--- src/rtl/smm_pkg.sv ---
// Purpose: shared constants for the management-mode entry/exit block
// Assumes: byte-addressed header, 32-bit register image
// Notes:   header offsets are counted down from region top
package smm_pkg;
  // ----------------------------------------------------------------
  // header layout, offsets below region base plus size
  // ----------------------------------------------------------------
  localparam logic [31:0] HDR_START_OFS  = 32'h0000_0030;
  localparam logic [31:0] HDR_RESUME_OFS = 32'h0000_0014;
  localparam int          HDR_WORDS      = 12;
  localparam logic [3:0]  HDR_LAST       = 4'hB;
  // word slots of the header, written upward from the start offset
  localparam logic [3:0]  W_DEBUG    = 4'h0;
  localparam logic [3:0]  W_FLAGS    = 4'h1;
  localparam logic [3:0]  W_CTRL0    = 4'h2;
  localparam logic [3:0]  W_CUR_IP   = 4'h3;
  localparam logic [3:0]  W_INDEX    = 4'h4;
  localparam logic [3:0]  W_RESUME   = 4'h7;
  localparam logic [3:0]  W_CS_SEL   = 4'h8;
  localparam logic [3:0]  W_DESC_LO  = 4'h9;
  localparam logic [3:0]  W_DESC_HI  = 4'hA;
  localparam logic [3:0]  W_IND_BITS = 4'hB;
  // ----------------------------------------------------------------
  // register reset values
  // ----------------------------------------------------------------
  localparam logic [31:0] FLAGS_RST = 32'h0000_0002;
  localparam logic [31:0] CTRL0_RST = 32'h0000_0010;
  localparam logic [31:0] DEBUG_RST = 32'h0000_0400;
  localparam logic [31:0] IP_ENTRY  = 32'h0000_0000;
  localparam logic [7:0]  CFG1_RST  = 8'h00;
  // ----------------------------------------------------------------
  // configuration index/data ports
  // ----------------------------------------------------------------
  localparam logic [15:0] IO_INDEX_PORT = 16'h0022;
  localparam logic [15:0] IO_DATA_PORT  = 16'h0023;
  localparam logic [7:0]  CFG1_INDEX    = 8'hC1;
  localparam int          MAIN_MEM_ACCESS_EN_BIT      = 3;
  localparam int          SMM_SPACE_ACCESS_EN_BIT      = 2;
  // ----------------------------------------------------------------
  // pin timing, in double_clock periods
  // ----------------------------------------------------------------
  localparam logic [2:0]  IRQ_MIN_LOW   = 3'h4;
  localparam logic [2:0]  EXIT_HIGH_CYC = 3'h2;
  // ----------------------------------------------------------------
  // sequencer states
  // ----------------------------------------------------------------
  typedef enum logic [4:0] {
    ST_IDLE  = 5'b00001,
    ST_SAVE  = 5'b00010,
    ST_RUN   = 5'b00100,
    ST_LOAD  = 5'b01000,
    ST_EXIT  = 5'b10000
  } seq_t;
endpackage
--- src/rtl/hdr_mem.sv ---
// Purpose: small header word store with registered read data
// Assumes: at most one write plus the one read per cycle
// Notes:   mirrors the in-memory header image
`timescale 1ns/1ps
`default_nettype none
module hdr_mem (
  // clock
  input  wire logic        i_clk,
  input  wire logic        i_ce,
  // write side
  input  wire logic        i_we,
  input  wire logic [3:0]  i_waddr,
  input  wire logic [31:0] i_wdata,
  // read side
  input  wire logic [3:0]  i_raddr,
  output logic      [31:0] o_rdata
);
  logic [31:0] mem [0:smm_pkg::HDR_WORDS-1];
  always_ff @(posedge i_clk) begin
    if (i_ce) begin
      if (i_we) begin
        mem[i_waddr] <= i_wdata;
      end
      o_rdata <= mem[i_raddr];
    end
  end
endmodule
`default_nettype wire

--- src/rtl/smm_entry_exit.sv ---
// Purpose: management-mode entry save, resume restore, strobe steering
// Assumes: inputs synchronous to I_CLK (doubled clock, 10 MHz)
// Notes:   header words go out on the memory write port and a copy
//          is kept locally so resume needs no bus read
`timescale 1ns/1ps
`default_nettype none
module smm_entry_exit (
  // clock and reset
  input  wire logic        I_CLK,
  input  wire logic        I_RESET_N,
  input  wire logic        I_CE,
  // management interrupt pin, three-signal form
  input  wire logic        I_SYS_MGMT_IRQ_N,
  output logic             O_SYS_MGMT_IRQ_N,
  output logic             O_SYS_MGMT_IRQ_OE_N,
  // region setup
  input  wire logic        I_IRQ_PIN_EN,
  input  wire logic [31:0] I_REGION_BASE,
  input  wire logic [31:0] I_REGION_SIZE,
  // core state at entry
  input  wire logic [31:0] I_FLAGS,
  input  wire logic [31:0] I_CTRL0,
  input  wire logic [31:0] I_DEBUG,
  input  wire logic [31:0] I_CUR_IP,
  input  wire logic [31:0] I_RESUME_IP,
  input  wire logic [15:0] I_CS_SEL,
  input  wire logic [63:0] I_CS_DESC,
  input  wire logic [31:0] I_INDEX_VAL,
  input  wire logic        I_REP_PREFIX,
  input  wire logic        I_IO_WRITE,
  // core instruction events
  input  wire logic        I_RESUME_INSN,
  input  wire logic        I_SPECIAL_INSN,
  input  wire logic        I_IN_REGION_EXEC,
  // header edits by the handler (resume pointer only)
  input  wire logic        I_HDR_RESUME_WE,
  input  wire logic [31:0] I_HDR_RESUME_DATA,
  // io cycles from the core
  input  wire logic        I_IO_WE,
  input  wire logic        I_IO_RE,
  input  wire logic [15:0] I_IO_ADDR,
  input  wire logic [7:0]  I_IO_WDATA,
  output logic      [7:0]  O_IO_RDATA,
  output logic             O_IO_HIT,
  // memory access classification
  input  wire logic        I_ACC_REQ,
  input  wire logic [31:0] I_ACC_ADDR,
  input  wire logic        I_ACC_FETCH,
  input  wire logic        I_ACC_CS_PREFIX,
  input  wire logic        I_ADDR_BIT20_MASK_N,
  input  wire logic        I_BUS_READY_N,
  output logic             O_SMM_ADDR_STROBE,
  output logic             O_NORMAL_ADDR_STROBE,
  output logic             O_ACC_CACHEABLE,
  output logic             O_ACC_A20_FORCE,
  output logic             O_FETCH_FAULT,
  // header write port to memory
  output logic             O_HDR_WE,
  output logic      [31:0] O_HDR_ADDR,
  output logic      [31:0] O_HDR_WDATA,
  // register loads to the core
  output logic             O_LOAD_ENTRY,
  output logic             O_LOAD_RESUME,
  output logic      [31:0] O_FLAGS,
  output logic      [31:0] O_CTRL0,
  output logic      [31:0] O_DEBUG,
  output logic      [31:0] O_IP,
  output logic      [15:0] O_CS_SEL,
  output logic      [31:0] O_CS_BASE,
  output logic      [31:0] O_CS_LIMIT,
  output logic             O_NMI_ONLY,
  output logic             O_UNDEF_OPCODE,
  // status
  output logic             O_IN_PROGRESS,
  output logic             O_MAIN_MEM_ACCESS_EN,
  output logic             O_SMM_SPACE_ACCESS_EN
);
  // ----------------------------------------------------------------
  // state record
  // ----------------------------------------------------------------
  typedef struct packed {
    smm_pkg::seq_t seq;
    logic [2:0]    low_cnt;
    logic [2:0]    hi_cnt;
    logic [3:0]    widx;
    logic          in_prog;
    logic [7:0]    cfg1;
    logic          idx_sel;
    logic [7:0]    io_rdata;
    logic          io_hit;
    logic          hdr_we;
    logic [31:0]   hdr_addr;
    logic [31:0]   hdr_wdata;
    logic          ld_entry;
    logic          ld_resume;
    logic [31:0]   flags;
    logic [31:0]   ctrl0;
    logic [31:0]   debug;
    logic [31:0]   ip;
    logic [15:0]   cs_sel;
    logic [31:0]   cs_base;
    logic [31:0]   cs_limit;
    logic          undef;
    logic          smm_stb;
    logic          nrm_stb;
    logic          cacheable;
    logic          a20_force;
    logic          fetch_fault;
  } state_t;

  state_t      st_q;
  state_t      st_d;
  logic        mem_we;
  logic [3:0]  mem_waddr;
  logic [31:0] mem_wdata;
  logic [3:0]  mem_raddr;
  logic [31:0] mem_rdata;
  logic [31:0] hdr_base;
  logic [31:0] region_end;
  logic        in_region;
  logic [31:0] save_word;

  assign hdr_base   = I_REGION_BASE + I_REGION_SIZE - smm_pkg::HDR_START_OFS;
  assign region_end = I_REGION_BASE + I_REGION_SIZE;
  assign in_region  = (I_ACC_ADDR >= I_REGION_BASE) &&
                      (I_ACC_ADDR < region_end);

  // ----------------------------------------------------------------
  // header word selection
  // ----------------------------------------------------------------
  // header field packing
  always_comb begin
    case (st_q.widx)
      smm_pkg::W_DEBUG:    save_word = I_DEBUG;
      smm_pkg::W_FLAGS:    save_word = I_FLAGS;
      smm_pkg::W_CTRL0:    save_word = I_CTRL0;
      smm_pkg::W_CUR_IP:   save_word = I_CUR_IP;
      smm_pkg::W_INDEX:    save_word = I_INDEX_VAL;
      smm_pkg::W_RESUME:   save_word = I_RESUME_IP;
      smm_pkg::W_CS_SEL:   save_word = {16'h0000, I_CS_SEL};
      smm_pkg::W_DESC_LO:  save_word = I_CS_DESC[31:0];
      smm_pkg::W_DESC_HI:  save_word = I_CS_DESC[63:32];
      smm_pkg::W_IND_BITS: save_word = {30'h0000_0000, I_REP_PREFIX,
                                        I_IO_WRITE};
      default:             save_word = 32'h0000_0000;
    endcase
  end

  assign mem_we    = (st_q.seq == smm_pkg::ST_SAVE) ||
                     (I_HDR_RESUME_WE && st_q.in_prog);
  assign mem_waddr = (st_q.seq == smm_pkg::ST_SAVE) ? st_q.widx
                                                    : smm_pkg::W_RESUME;
  assign mem_wdata = (st_q.seq == smm_pkg::ST_SAVE) ? save_word
                                                    : I_HDR_RESUME_DATA;
  assign mem_raddr = st_q.widx;

  hdr_mem u_hdr (
    .i_clk   (I_CLK),
    .i_ce    (I_CE),
    .i_we    (mem_we),
    .i_waddr (mem_waddr),
    .i_wdata (mem_wdata),
    .i_raddr (mem_raddr),
    .o_rdata (mem_rdata)
  );

  // ----------------------------------------------------------------
  // next state
  // ----------------------------------------------------------------
  always_comb begin
    st_d           = st_q;
    st_d.hdr_we    = 1'b0;
    st_d.ld_entry  = 1'b0;
    st_d.ld_resume = 1'b0;
    st_d.undef     = 1'b0;
    st_d.io_hit    = 1'b0;
    case (st_q.seq)
      smm_pkg::ST_IDLE: begin
        // request must stay low four periods
        if (!I_SYS_MGMT_IRQ_N && I_IRQ_PIN_EN) begin
          if (st_q.low_cnt == smm_pkg::IRQ_MIN_LOW - 3'h1) begin
            st_d.in_prog = 1'b1;
            st_d.seq     = smm_pkg::ST_SAVE;
            st_d.widx    = 4'h0;
            st_d.low_cnt = 3'h0;
          end else begin
            st_d.low_cnt = st_q.low_cnt + 3'h1;
          end
        end else begin
          st_d.low_cnt = 3'h0;
        end
      end
      smm_pkg::ST_SAVE: begin
        // header written upward from top minus 30h
        st_d.hdr_we    = 1'b1;
        st_d.hdr_addr  = hdr_base + {26'h0, st_q.widx, 2'b00};
        st_d.hdr_wdata = save_word;
        if (st_q.widx == smm_pkg::HDR_LAST) begin
          st_d.seq      = smm_pkg::ST_RUN;
          st_d.ld_entry = 1'b1;
          st_d.flags    = smm_pkg::FLAGS_RST;
          st_d.ctrl0    = smm_pkg::CTRL0_RST;
          st_d.debug    = smm_pkg::DEBUG_RST;
          st_d.ip       = smm_pkg::IP_ENTRY;
          st_d.cs_base  = I_REGION_BASE;
          st_d.cs_limit = I_REGION_SIZE;
          st_d.cs_sel   = I_REGION_BASE[19:4];
          st_d.widx     = smm_pkg::W_DEBUG;
        end else begin
          st_d.widx = st_q.widx + 4'h1;
        end
      end
      smm_pkg::ST_RUN: begin
        if (I_RESUME_INSN) begin
          st_d.seq  = smm_pkg::ST_LOAD;
          st_d.widx = smm_pkg::W_DEBUG;
        end
      end
      smm_pkg::ST_LOAD: begin
        // seven registers restored, read data lags one cycle
        case (st_q.widx)
          4'h1: st_d.debug = mem_rdata;
          4'h2: st_d.flags = mem_rdata;
          4'h3: st_d.ctrl0 = mem_rdata;
          // resume pointer from top minus 14h
          4'h8: st_d.ip = mem_rdata;
          4'h9: st_d.cs_sel = mem_rdata[15:0];
          4'hA: st_d.cs_base = {8'h00, mem_rdata[31:16],
                                st_q.cs_base[7:0]};
          4'hB: st_d.cs_limit = {12'h000, mem_rdata[19:16],
                                 st_q.cs_limit[15:0]};
          default: st_d.flags = st_q.flags;
        endcase
        if (st_q.widx == smm_pkg::HDR_LAST) begin
          st_d.seq       = smm_pkg::ST_EXIT;
          st_d.ld_resume = 1'b1;
          st_d.hi_cnt    = 3'h0;
          st_d.in_prog   = 1'b0;
        end else begin
          st_d.widx = st_q.widx + 4'h1;
        end
      end
      smm_pkg::ST_EXIT: begin
        // pin high two periods after resume
        if (st_q.hi_cnt == smm_pkg::EXIT_HIGH_CYC - 3'h1) begin
          st_d.seq = smm_pkg::ST_IDLE;
        end else begin
          st_d.hi_cnt = st_q.hi_cnt + 3'h1;
        end
      end
      default: begin
        st_d.seq = smm_pkg::ST_IDLE;
      end
    endcase

    if (I_IO_WE && I_IO_ADDR == smm_pkg::IO_INDEX_PORT) begin
      st_d.idx_sel = (I_IO_WDATA == smm_pkg::CFG1_INDEX);
      st_d.io_hit  = 1'b1;
    end else if (I_IO_ADDR == smm_pkg::IO_DATA_PORT && st_q.idx_sel &&
                 (I_IO_WE || I_IO_RE)) begin
      st_d.io_hit  = 1'b1;
      st_d.idx_sel = 1'b0;
      if (I_IO_WE) begin
        st_d.cfg1 = I_IO_WDATA;
      end else begin
        st_d.io_rdata = st_q.cfg1;
      end
    end

    if (I_SPECIAL_INSN && !I_IN_REGION_EXEC &&
        !st_q.cfg1[smm_pkg::SMM_SPACE_ACCESS_EN_BIT] && !st_q.in_prog) begin
      st_d.undef = 1'b1;
    end

    st_d.smm_stb     = 1'b0;
    st_d.nrm_stb     = 1'b0;
    st_d.fetch_fault = 1'b0;
    if (I_ACC_REQ) begin
      if (st_q.in_prog) begin
        if (in_region) begin
          // fetches in overlap stay in management space
          // data without CS prefix to main memory when access bit set
          if (!I_ACC_FETCH && !I_ACC_CS_PREFIX &&
              st_q.cfg1[smm_pkg::MAIN_MEM_ACCESS_EN_BIT]) begin
            st_d.nrm_stb = 1'b1;
          end else begin
            st_d.smm_stb = 1'b1;
          end
        end else begin
          st_d.nrm_stb = 1'b1;
        end
      end else if (in_region && st_q.cfg1[smm_pkg::SMM_SPACE_ACCESS_EN_BIT]) begin
        st_d.smm_stb = 1'b1;
      end else begin
        st_d.nrm_stb = 1'b1;
      end
    end
    st_d.cacheable = st_d.nrm_stb;
    // mask input ignored on management strobe
    st_d.a20_force = st_d.smm_stb | I_ADDR_BIT20_MASK_N;
    st_d.fetch_fault = I_ACC_REQ && I_ACC_FETCH && st_q.in_prog &&
                       in_region && st_q.cfg1[smm_pkg::MAIN_MEM_ACCESS_EN_BIT] &&
                       !I_BUS_READY_N && 1'b0;
  end

  // ----------------------------------------------------------------
  // state register
  // ----------------------------------------------------------------
  always_ff @(posedge I_CLK) begin
    if (!I_RESET_N) begin
      st_q       <= '0;
      st_q.seq   <= smm_pkg::ST_IDLE;
      st_q.cfg1  <= smm_pkg::CFG1_RST;
      st_q.flags <= smm_pkg::FLAGS_RST;
      st_q.ctrl0 <= smm_pkg::CTRL0_RST;
      st_q.debug <= smm_pkg::DEBUG_RST;
    end else if (I_CE) begin
      st_q <= st_d;
    end
  end

  // ----------------------------------------------------------------
  // outputs
  // ----------------------------------------------------------------
  // pin driven low while handler runs
  assign O_SYS_MGMT_IRQ_N    = !st_q.in_prog;
  assign O_SYS_MGMT_IRQ_OE_N = !(st_q.in_prog ||
                                 st_q.seq == smm_pkg::ST_EXIT);
  assign O_IO_RDATA           = st_q.io_rdata;
  assign O_IO_HIT             = st_q.io_hit;
  assign O_SMM_ADDR_STROBE    = st_q.smm_stb;
  assign O_NORMAL_ADDR_STROBE = st_q.nrm_stb;
  assign O_ACC_CACHEABLE      = st_q.cacheable;
  assign O_ACC_A20_FORCE      = st_q.a20_force;
  assign O_FETCH_FAULT        = st_q.fetch_fault;
  assign O_HDR_WE             = st_q.hdr_we;
  assign O_HDR_ADDR           = st_q.hdr_addr;
  assign O_HDR_WDATA          = st_q.hdr_wdata;
  // only these loads; other segments and table untouched
  assign O_LOAD_ENTRY         = st_q.ld_entry;
  assign O_LOAD_RESUME        = st_q.ld_resume;
  assign O_FLAGS              = st_q.flags;
  assign O_CTRL0              = st_q.ctrl0;
  assign O_DEBUG              = st_q.debug;
  assign O_IP                 = st_q.ip;
  assign O_CS_SEL             = st_q.cs_sel;
  assign O_CS_BASE            = st_q.cs_base;
  assign O_CS_LIMIT           = st_q.cs_limit;
  assign O_NMI_ONLY           = st_q.in_prog;
  assign O_UNDEF_OPCODE       = st_q.undef;
  assign O_IN_PROGRESS        = st_q.in_prog;
  // bit positions of the two access bits
  assign O_MAIN_MEM_ACCESS_EN  = st_q.cfg1[smm_pkg::MAIN_MEM_ACCESS_EN_BIT];
  assign O_SMM_SPACE_ACCESS_EN = st_q.cfg1[smm_pkg::SMM_SPACE_ACCESS_EN_BIT];
endmodule
`default_nettype wire

--- config.mk ---
export PLATFORM = sky130hd
export DESIGN_NAME = smm_entry_exit
export DESIGN_NICKNAME = d
export VERILOG_FILES = /design/src/rtl/smm_pkg.sv /design/src/rtl/hdr_mem.sv /design/src/rtl/smm_entry_exit.sv
export SDC_FILE = /design/constraint.sdc
export NUM_CORES = 1
export LEC_CHECK = 0
export BUFFER_PORTS_ARGS = -buffer_cell sky130_fd_sc_hd__buf_2
export CORE_AREA = 2 2 288 290
export CTS_BUF_LIST = sky130_fd_sc_hd__clkbuf_16
export CTS_CLUSTER_SIZE = 14
export DETAILED_ROUTE_END_ITERATION = 6
export DIE_AREA = 0 0 290 292
export PLACE_DENSITY = 0.78
export SYNTH_ARGS = -nofsm -noshare
export SYNTH_HDL_FRONTEND = slang
export SYNTH_SLANG_ARGS = --single-unit
--- constraint.sdc ---
create_clock -name I_CLK -period 13.8 [get_ports I_CLK]
set_input_delay 1.38 -clock I_CLK [delete_from_list [all_inputs] [get_ports I_CLK]]
set_output_delay 1.38 -clock I_CLK [all_outputs]
set_load 0.03 [all_outputs]
==> results of run 1 <==
## report_power, final
group | leakage [nW] | total [mW] | internal, mW | switching [mW]
Clock | 1.31 | 2.12 | 1.19 | 0.925
Sequential | 6.29 | 2.31 | 2.30 | 0.00430
Combinational | 9.81 | 0.640 | 0.252 | 0.388
## registers in the layout, indices dropped and copies added, names as in the netlist, 4 cells and up
signal	count
u_hdr.mem	384
O_CS_BASE	32
O_CS_LIMIT	32
O_CTRL0	32
O_DEBUG	32
O_FLAGS	32
O_HDR_ADDR	32
O_HDR_WDATA	32
O_IP	32
u_hdr.o_rdata	32
st_q	18
O_CS_SEL	16
O_IO_RDATA	8
mem_raddr	4
## worst min-delay path by stage
stage,end,cells past startpoint,start,slack [ns]
floorplan,O_HDR_ADDR[26],2,O_HDR_ADDR[26],0.43
global placement,O_HDR_ADDR[25],2,O_HDR_ADDR[25],0.44
detailed placement,O_HDR_ADDR[25],2,O_HDR_ADDR[25],0.44
CTS,O_HDR_ADDR[25],2,O_HDR_ADDR[25],0.45
global route,O_HDR_ADDR[25],2,O_HDR_ADDR[25],0.48
finish,O_HDR_ADDR[25],2,O_HDR_ADDR[25],0.45
## cell type report
cell class	count	share of cell area, %
antenna	10	0.0603
clock buffer	79	4.76
clock inverter	60	1.45
inverter	82	0.742
multi-input combinational	1999	34.8
sequential	729	45.2
tap	1070	3.23
timing repair buffer	780	9.70
## cells by family (layout without fill, tap and decap cells)
group	after synthesis	count (layout)	synth area share, %
compound gates	695	695	13.0
xor+xnor	51	51	1.23
fa+ha+maj	131	131	4.56
buf+inv	553	1001	8.76
flops	729	729	51.7
mux	155	155	7.62
other cells	1	11	0.0103
simple gates	966	966	13.0
## through the flow
| step | std cells | setup slack [ns] | hold WS [ns] | power [mW] |
|---|---|---|---|---|
| 4_1_cts | 4799 | 7.84 | 0.447 | 5.08 |
| 5_1_grt | 4808 | 7.26 | 0.484 | 5.23 |
| 3_3_place_gp | 4660 | 7.22 | 0.436 | 2.97 |
| 6_report | 4809 | 7.69 | 0.447 | 5.06 |
| 3_5_place_dp | 4660 | 7.21 | 0.438 | 2.98 |
| 2_1_floorplan | 3281 | 7.87 | 0.426 | 2.76 |
## worst max-delay path, cell delays in order
cell       delay (ns)
buf_2            0.13
ha_1             0.46
a21oi_1          0.29
o21ai_1          0.13
a221oi_2         0.49
o21ai_0          0.26
nor3_1           0.34
o31ai_1          0.21
a221o_1          0.32
a21oi_1          0.17
xnor2_1          0.18
ha_1             0.30
a2111oi_0        0.50
o221ai_1         0.20
a31oi_1          0.24
o41ai_1          0.13
a211oi_1         0.42
o21ai_0          0.28
a31oi_1          0.23
## placed cells by master, fill, tap and decap left out, types with 45 or more instances in the layout
cell type	n
a21o_1	49
nand2_1	420
a21oi_1	68
edfxtp_1	416
o21ai_0	233
buf_4	45
mux2i_1	57
a22oi_1	101
nor2b_1	60
clkbuf_16	79
inv_1	96
buf_2	734
ha_1	128
o211a_1	52
nor2_1	97
dfxtp_1	310
and2_1	149
nand3_1	68
mux4_2	96
## per-layer routing
metal / global-route usage (%) / up-vias
met5: 0 / -
met4: 14.3 / 12
met3: 6.23 / 330
met2: 44.8 / 1689
met1: 35.5 / 13300
li1: - / 12400
==> reports/results.ini, run 1 <==
[route]
wl_met1_mm=47.0
wl_met2_mm=56.7
dr_wl_met3_mm=12.1
wirelength_mm=122
routed.top_layer=met5
via_per_inst=5.77
wl_per_cell_um=25.4
drc=0
vias=27800
drtIter0Drc=2909
drt_pass1_iterations=6
ant_nets=0

[logic_synthesis]
synth_area_mm2=0.0362
synth_top_area_share_pct=34.5
synth_top_cell_by_area=edfxtp_1
syn_nets=3853
ys_ff_latch=729
synth_common_cells=nand2_1 (421), edfxtp_1 (416), dfxtp_1 (313), buf_4 (290), o21ai_0 (233)
ys_seq_area_share_pct=51.7
synth_cell_types=89
synth_warnings=0
synth.area.top_cells=edfxtp_1 (34%), dfxtp_1 (17%), buf_4 (6.0%)
synth.most_common_cell=nand2_1
syn_area_per_cell_um2=11.0
synth-edff-count=416
async_flop_share_pct=0
synthFlopType=edfxtp_1
syn_inst=3281

[global_routing]
antenna_found_initial=25
grt_max_degree=119
grt_first_pass_wirelength_mm=174
grt.overflow.total=0
gr-usage-all-layers_pct=27.9
grt_pass1_vias=26200

[layout]
final_core_util_pct=50.9
drive_above_1_share_pct=28.3
fillerInstances=7142
fin_area_mm2=0.0415
multiInputGateArea_mm2=0.0145
synthToLayoutAreaGrowth_pct=14.5
nets=4241
regArea_mm2=0.0188

[clock_network]
cts-resized-gates=0
cts_sinks=729
clkLatencyLatePin_ns=0.65
cts_tree=built
cts_buffers=77
clk_pin_slew_ns=0.06
htree_levels=3
ctsHoldBuffers=0
cts_setup_buffers=0
root_buffer=clkbuf_16
clk_path_buf_depth=3

[floorplanning]
die_area_mm2=0.0847
die_height_um=292
row_count=105
coreArea_mm2=0.0816
start_util_pct=44.4
ioPinCount=738
die_w_um=290

[sta]
finalCriticalPeriod_ns=6.11
tightest_slew_ns=1.21
hold_viol=0
slew_headroom_pct=18.4
slew_viol_final=0
setup_tns_ns=0
finalCritPeriodShare_pct=44.2
fin_skew_ns=0.0394
setup_viol=0
rsz0062_at_grt=no
fmax_ghz=0.164

[critical_path]
crit_path_end_kind=register
cp.required_ns=14.36
worst_r2r_endpoint=O_HDR_ADDR[27]
worstPathMaxFanout=9
timing.rr.start=mem_raddr[2]
startpoint_type=input pin
worstRegToRegCells=15
endpoint=O_ACC_A20_FORCE
crit_type=in2reg
crit_arrival_ns=6.67
r2r_slack_ns=8.80
crit_start=I_REGION_BASE[14]

[placed_design]
post-dp-hpwl_mm=88.3
gp_congestion=0.993
dpl_cell_area_mm2=0.0389
port_buffers=735

[outcome]
status=complete, no violations

[power]
leakagePower_nw=17.4
peakVddDrop_mv=0.0870
pwr_density_cell_mw_per_mm2=122

[flow_run]
max_cap_viol_count=0

[worst_hold_path]
hp-class=reg2reg

Note: power is estimated with default switching activity, not from simulation.
==> inputs of run 2 (changes only) <==
--- a/config.mk
+++ b/config.mk
@@ -6,12 +6,13 @@
 export NUM_CORES = 1
 export LEC_CHECK = 0
 export BUFFER_PORTS_ARGS = -buffer_cell sky130_fd_sc_hd__buf_2
-export CORE_AREA = 2 2 288 290
+export CORE_ASPECT_RATIO = 0.6
+export CORE_MARGIN = 2
+export CORE_UTILIZATION = 50
 export CTS_BUF_LIST = sky130_fd_sc_hd__clkbuf_16
 export CTS_CLUSTER_SIZE = 14
 export DETAILED_ROUTE_END_ITERATION = 6
-export DIE_AREA = 0 0 290 292
-export PLACE_DENSITY = 0.78
+export PLACE_DENSITY = 0.88
 export SYNTH_ARGS = -nofsm -noshare
 export SYNTH_HDL_FRONTEND = slang
 export SYNTH_SLANG_ARGS = --single-unit
==> constraint.sdc (replaced) <==
create_clock -name I_CLK -period 5.4 [get_ports I_CLK]
set_input_delay 0.54 -clock I_CLK [delete_from_list [all_inputs] [get_ports I_CLK]]
set_output_delay 0.54 -clock I_CLK [all_outputs]
set_load 0.03 [all_outputs]
==> reports/results.ini, run 2 (same netlist as run 1, synthesis figures left out) <==
[layout]
final_core_util_pct=57.9  ; +7.0 points
nets=4309  ; +1.6%
final_common_cell=buf_2
largest-register=u_hdr.mem
drive_above_1_share_pct=29.3  ; +0.90 points
mostFrequentLayoutCells=buf_2 (734), nand2_1 (420), edfxtp_1 (416), dfxtp_1 (310), o21ai_0 (233)
synthToLayoutAreaGrowth_pct=14.7
largest_reg_flops=384  ; unchanged
fillerInstances=5884  ; -18%

[route]
vias=29100  ; +5.0%
drc=2  ; +2
wirelength_mm=145  ; +18%
ant_nets=0  ; unchanged
drtIter0Drc=4350  ; +50%
drt_pass1_iterations=7  ; +1
via_per_inst=6.09  ; +5.5%
wl_per_cell_um=30.3  ; +19%

[sta]
setup_viol=0  ; unchanged
hold_viol=0  ; unchanged
tightest_slew_ns=1.24  ; +0.0272 ns
setup_tns_ns=0  ; unchanged
fmax_ghz=0.201
slew_viol_final=0  ; unchanged
rsz0062_at_grt=no
finalCritPeriodShare_pct=92.1
fin_skew_ns=0.0190  ; -0.0204 ns
slew_headroom_pct=16.5  ; -1.8 points
finalCriticalPeriod_ns=4.97

[global_routing]
grt_pass1_vias=26600  ; +1.3%
antenna_found_initial=41  ; +64%
grt_max_degree=213  ; +79%
gr-usage-all-layers_pct=37.9  ; +10 points
grt.overflow.total=0  ; unchanged
grt_first_pass_wirelength_mm=197  ; +13%

[floorplanning]
start_util_pct=50.5  ; +6.1 points
coreArea_mm2=0.0718  ; -12%
die_area_mm2=0.0747  ; -12%
die_w_um=352  ; +21%
die_height_um=213  ; -27%
row_count=76  ; -28%
ioPinCount=738  ; unchanged

[critical_path]
startpoint_type=input pin
worstPathMaxFanout=7  ; -2
worstRegToRegCells=8  ; -7
endpoint=O_ACC_A20_FORCE
crit_start=I_REGION_BASE[12]
cp.required_ns=5.97  ; -8.39 ns
worst_r2r_endpoint=u_hdr.mem[5][8]
crit_path_end_kind=register
crit_arrival_ns=5.54  ; -1.13 ns
timing.rr.start=mem_raddr[0]
r2r_slack_ns=1.20  ; -7.60 ns
crit_type=in2reg

[clock_network]
htree_levels=3  ; unchanged
cts-resized-gates=0  ; unchanged
root_buffer=clkbuf_16
cts_buffers=69  ; -10%
cts_setup_buffers=0  ; unchanged
cts_tree=built
clkLatencyLatePin_ns=0.64  ; about the same
clk_path_buf_depth=3  ; unchanged
clk_pin_slew_ns=0.07  ; about the same
cts_sinks=729  ; unchanged
ctsHoldBuffers=0  ; unchanged

[power]
p_comb_share_pct=14.9  ; +2.3 points
power_frac_seq_pct=47.4  ; +1.9 points
finalPower_mw=12.4  ; +150%
pwr-share-clk_pct=37.7  ; -4.1 points
leakagePower_nw=17.6  ; +1.0%
swShare_pct=26.6  ; +0.58 points
peakVddDrop_mv=0.211  ; +140%
pwr_density_cell_mw_per_mm2=299  ; +140%
p_int_mw=9.12  ; +140%
net-switching-power_mw=3.30  ; +150%

[placed_design]
gp_congestion=1.02  ; +3.0%
port_buffers=735  ; unchanged
post-dp-hpwl_mm=110  ; +24%

[flow_run]
max_cap_viol_count=0  ; unchanged

[worst_hold_path]
hp-class=in2reg

[outcome]
status=finished, violations left
violations=design-rule violations

-- run 2: changes by cell type in the layout (fill, tap and decap cells not counted), moves of 4 or more --
cell,delta
clkinv_2,-7
buf_12,+4
and2_2,+4
clkbuf_16,-9
clkinv_1,+7
diode_2,+13
buf_4,+71
bufinv_16,-5
clkinvlp_4,-4
-- run 2: cell type report --
| type | count | area (µm²) | share of cell area, % |
|---|---|---|---|
| tap | 975 | 1220 | 2.93 |
| clock inverter | 52 | 360 | 0.867 |
| timing repair buffer | 856 | 4650 | 11.2 |
| sequential | 729 | 18800 | 45.2 |
| antenna | 23 | 57.6 | 0.138 |
| multi-input combinational | 1999 | 14500 | 34.8 |
| inverter | 82 | 308 | 0.741 |
| clock buffer | 70 | 1750 | 4.21 |
-- run 2: layer usage --
metal	wire (µm)	vias up	global-route usage, %
li1	-	12600	-
met1	54900	14000	49.4
met2	62300	2162	55.6
met3	17600	400	11.8
met4	9670	26	22.3
met5	305	-	1.51
-- run 2: power groups by stage --
stage | logic, mW | registers (mW) | clock network, mW
detailed placement | 1.77 | 6.01 | 0
global route | 1.97 | 5.89 | 4.93
global placement | 1.75 | 6.01 | 0
floorplan | 1.05 | 6.01 | 0
CTS | 1.78 | 5.89 | 4.71
finish | 1.84 | 5.89 | 4.68
-- run 2: worst min path at each step --
stage | slack [ns] | start | cells past startpoint | endpoint
5_1_grt | 0.15 | I_ADDR_BIT20_MASK_N | 3 | O_ACC_A20_FORCE
4_1_cts | 0.13 | I_ADDR_BIT20_MASK_N | 3 | O_ACC_A20_FORCE
3_5_place_dp | 0.44 | O_HDR_ADDR[26] | 2 | O_HDR_ADDR[26]
2_1_floorplan | 0.43 | O_HDR_ADDR[26] | 2 | O_HDR_ADDR[26]
6_report | 0.15 | I_ADDR_BIT20_MASK_N | 3 | O_ACC_A20_FORCE
3_3_place_gp | 0.44 | O_HDR_ADDR[26] | 2 | O_HDR_ADDR[26]
-- run 2: worst max-delay path, stage by stage --
cell,delay (ns)
buf_2,0.12
ha_1,0.41
a21oi_2,0.27
o21ai_1,0.21
a221oi_2,0.31
buf_4,0.21
o21ai_0,0.12
nor3_1,0.43
o31ai_1,0.20
a221o_1,0.32
a21oi_1,0.20
xnor2_1,0.19
ha_1,0.31
a2111oi_0,0.41
o221ai_1,0.18
a31oi_1,0.22
o41ai_1,0.14
a211oi_1,0.23
buf_4,0.17
o21ai_0,0.15
a31oi_1,0.20
-- run 2: through the flow --
stage	cells	hold slack, ns	cell area (µm²)	worst slack [ns]
6_report	4786	0.154	41600	0.429
5_1_grt	4775	0.152	41500	0.215
4_1_cts	4762	0.129	41500	0.586
3_5_place_dp	4640	0.444	39400	-0.0154
3_3_place_gp	4640	0.436	39400	-0.00909
2_1_floorplan	3281	0.426	36200	0.259
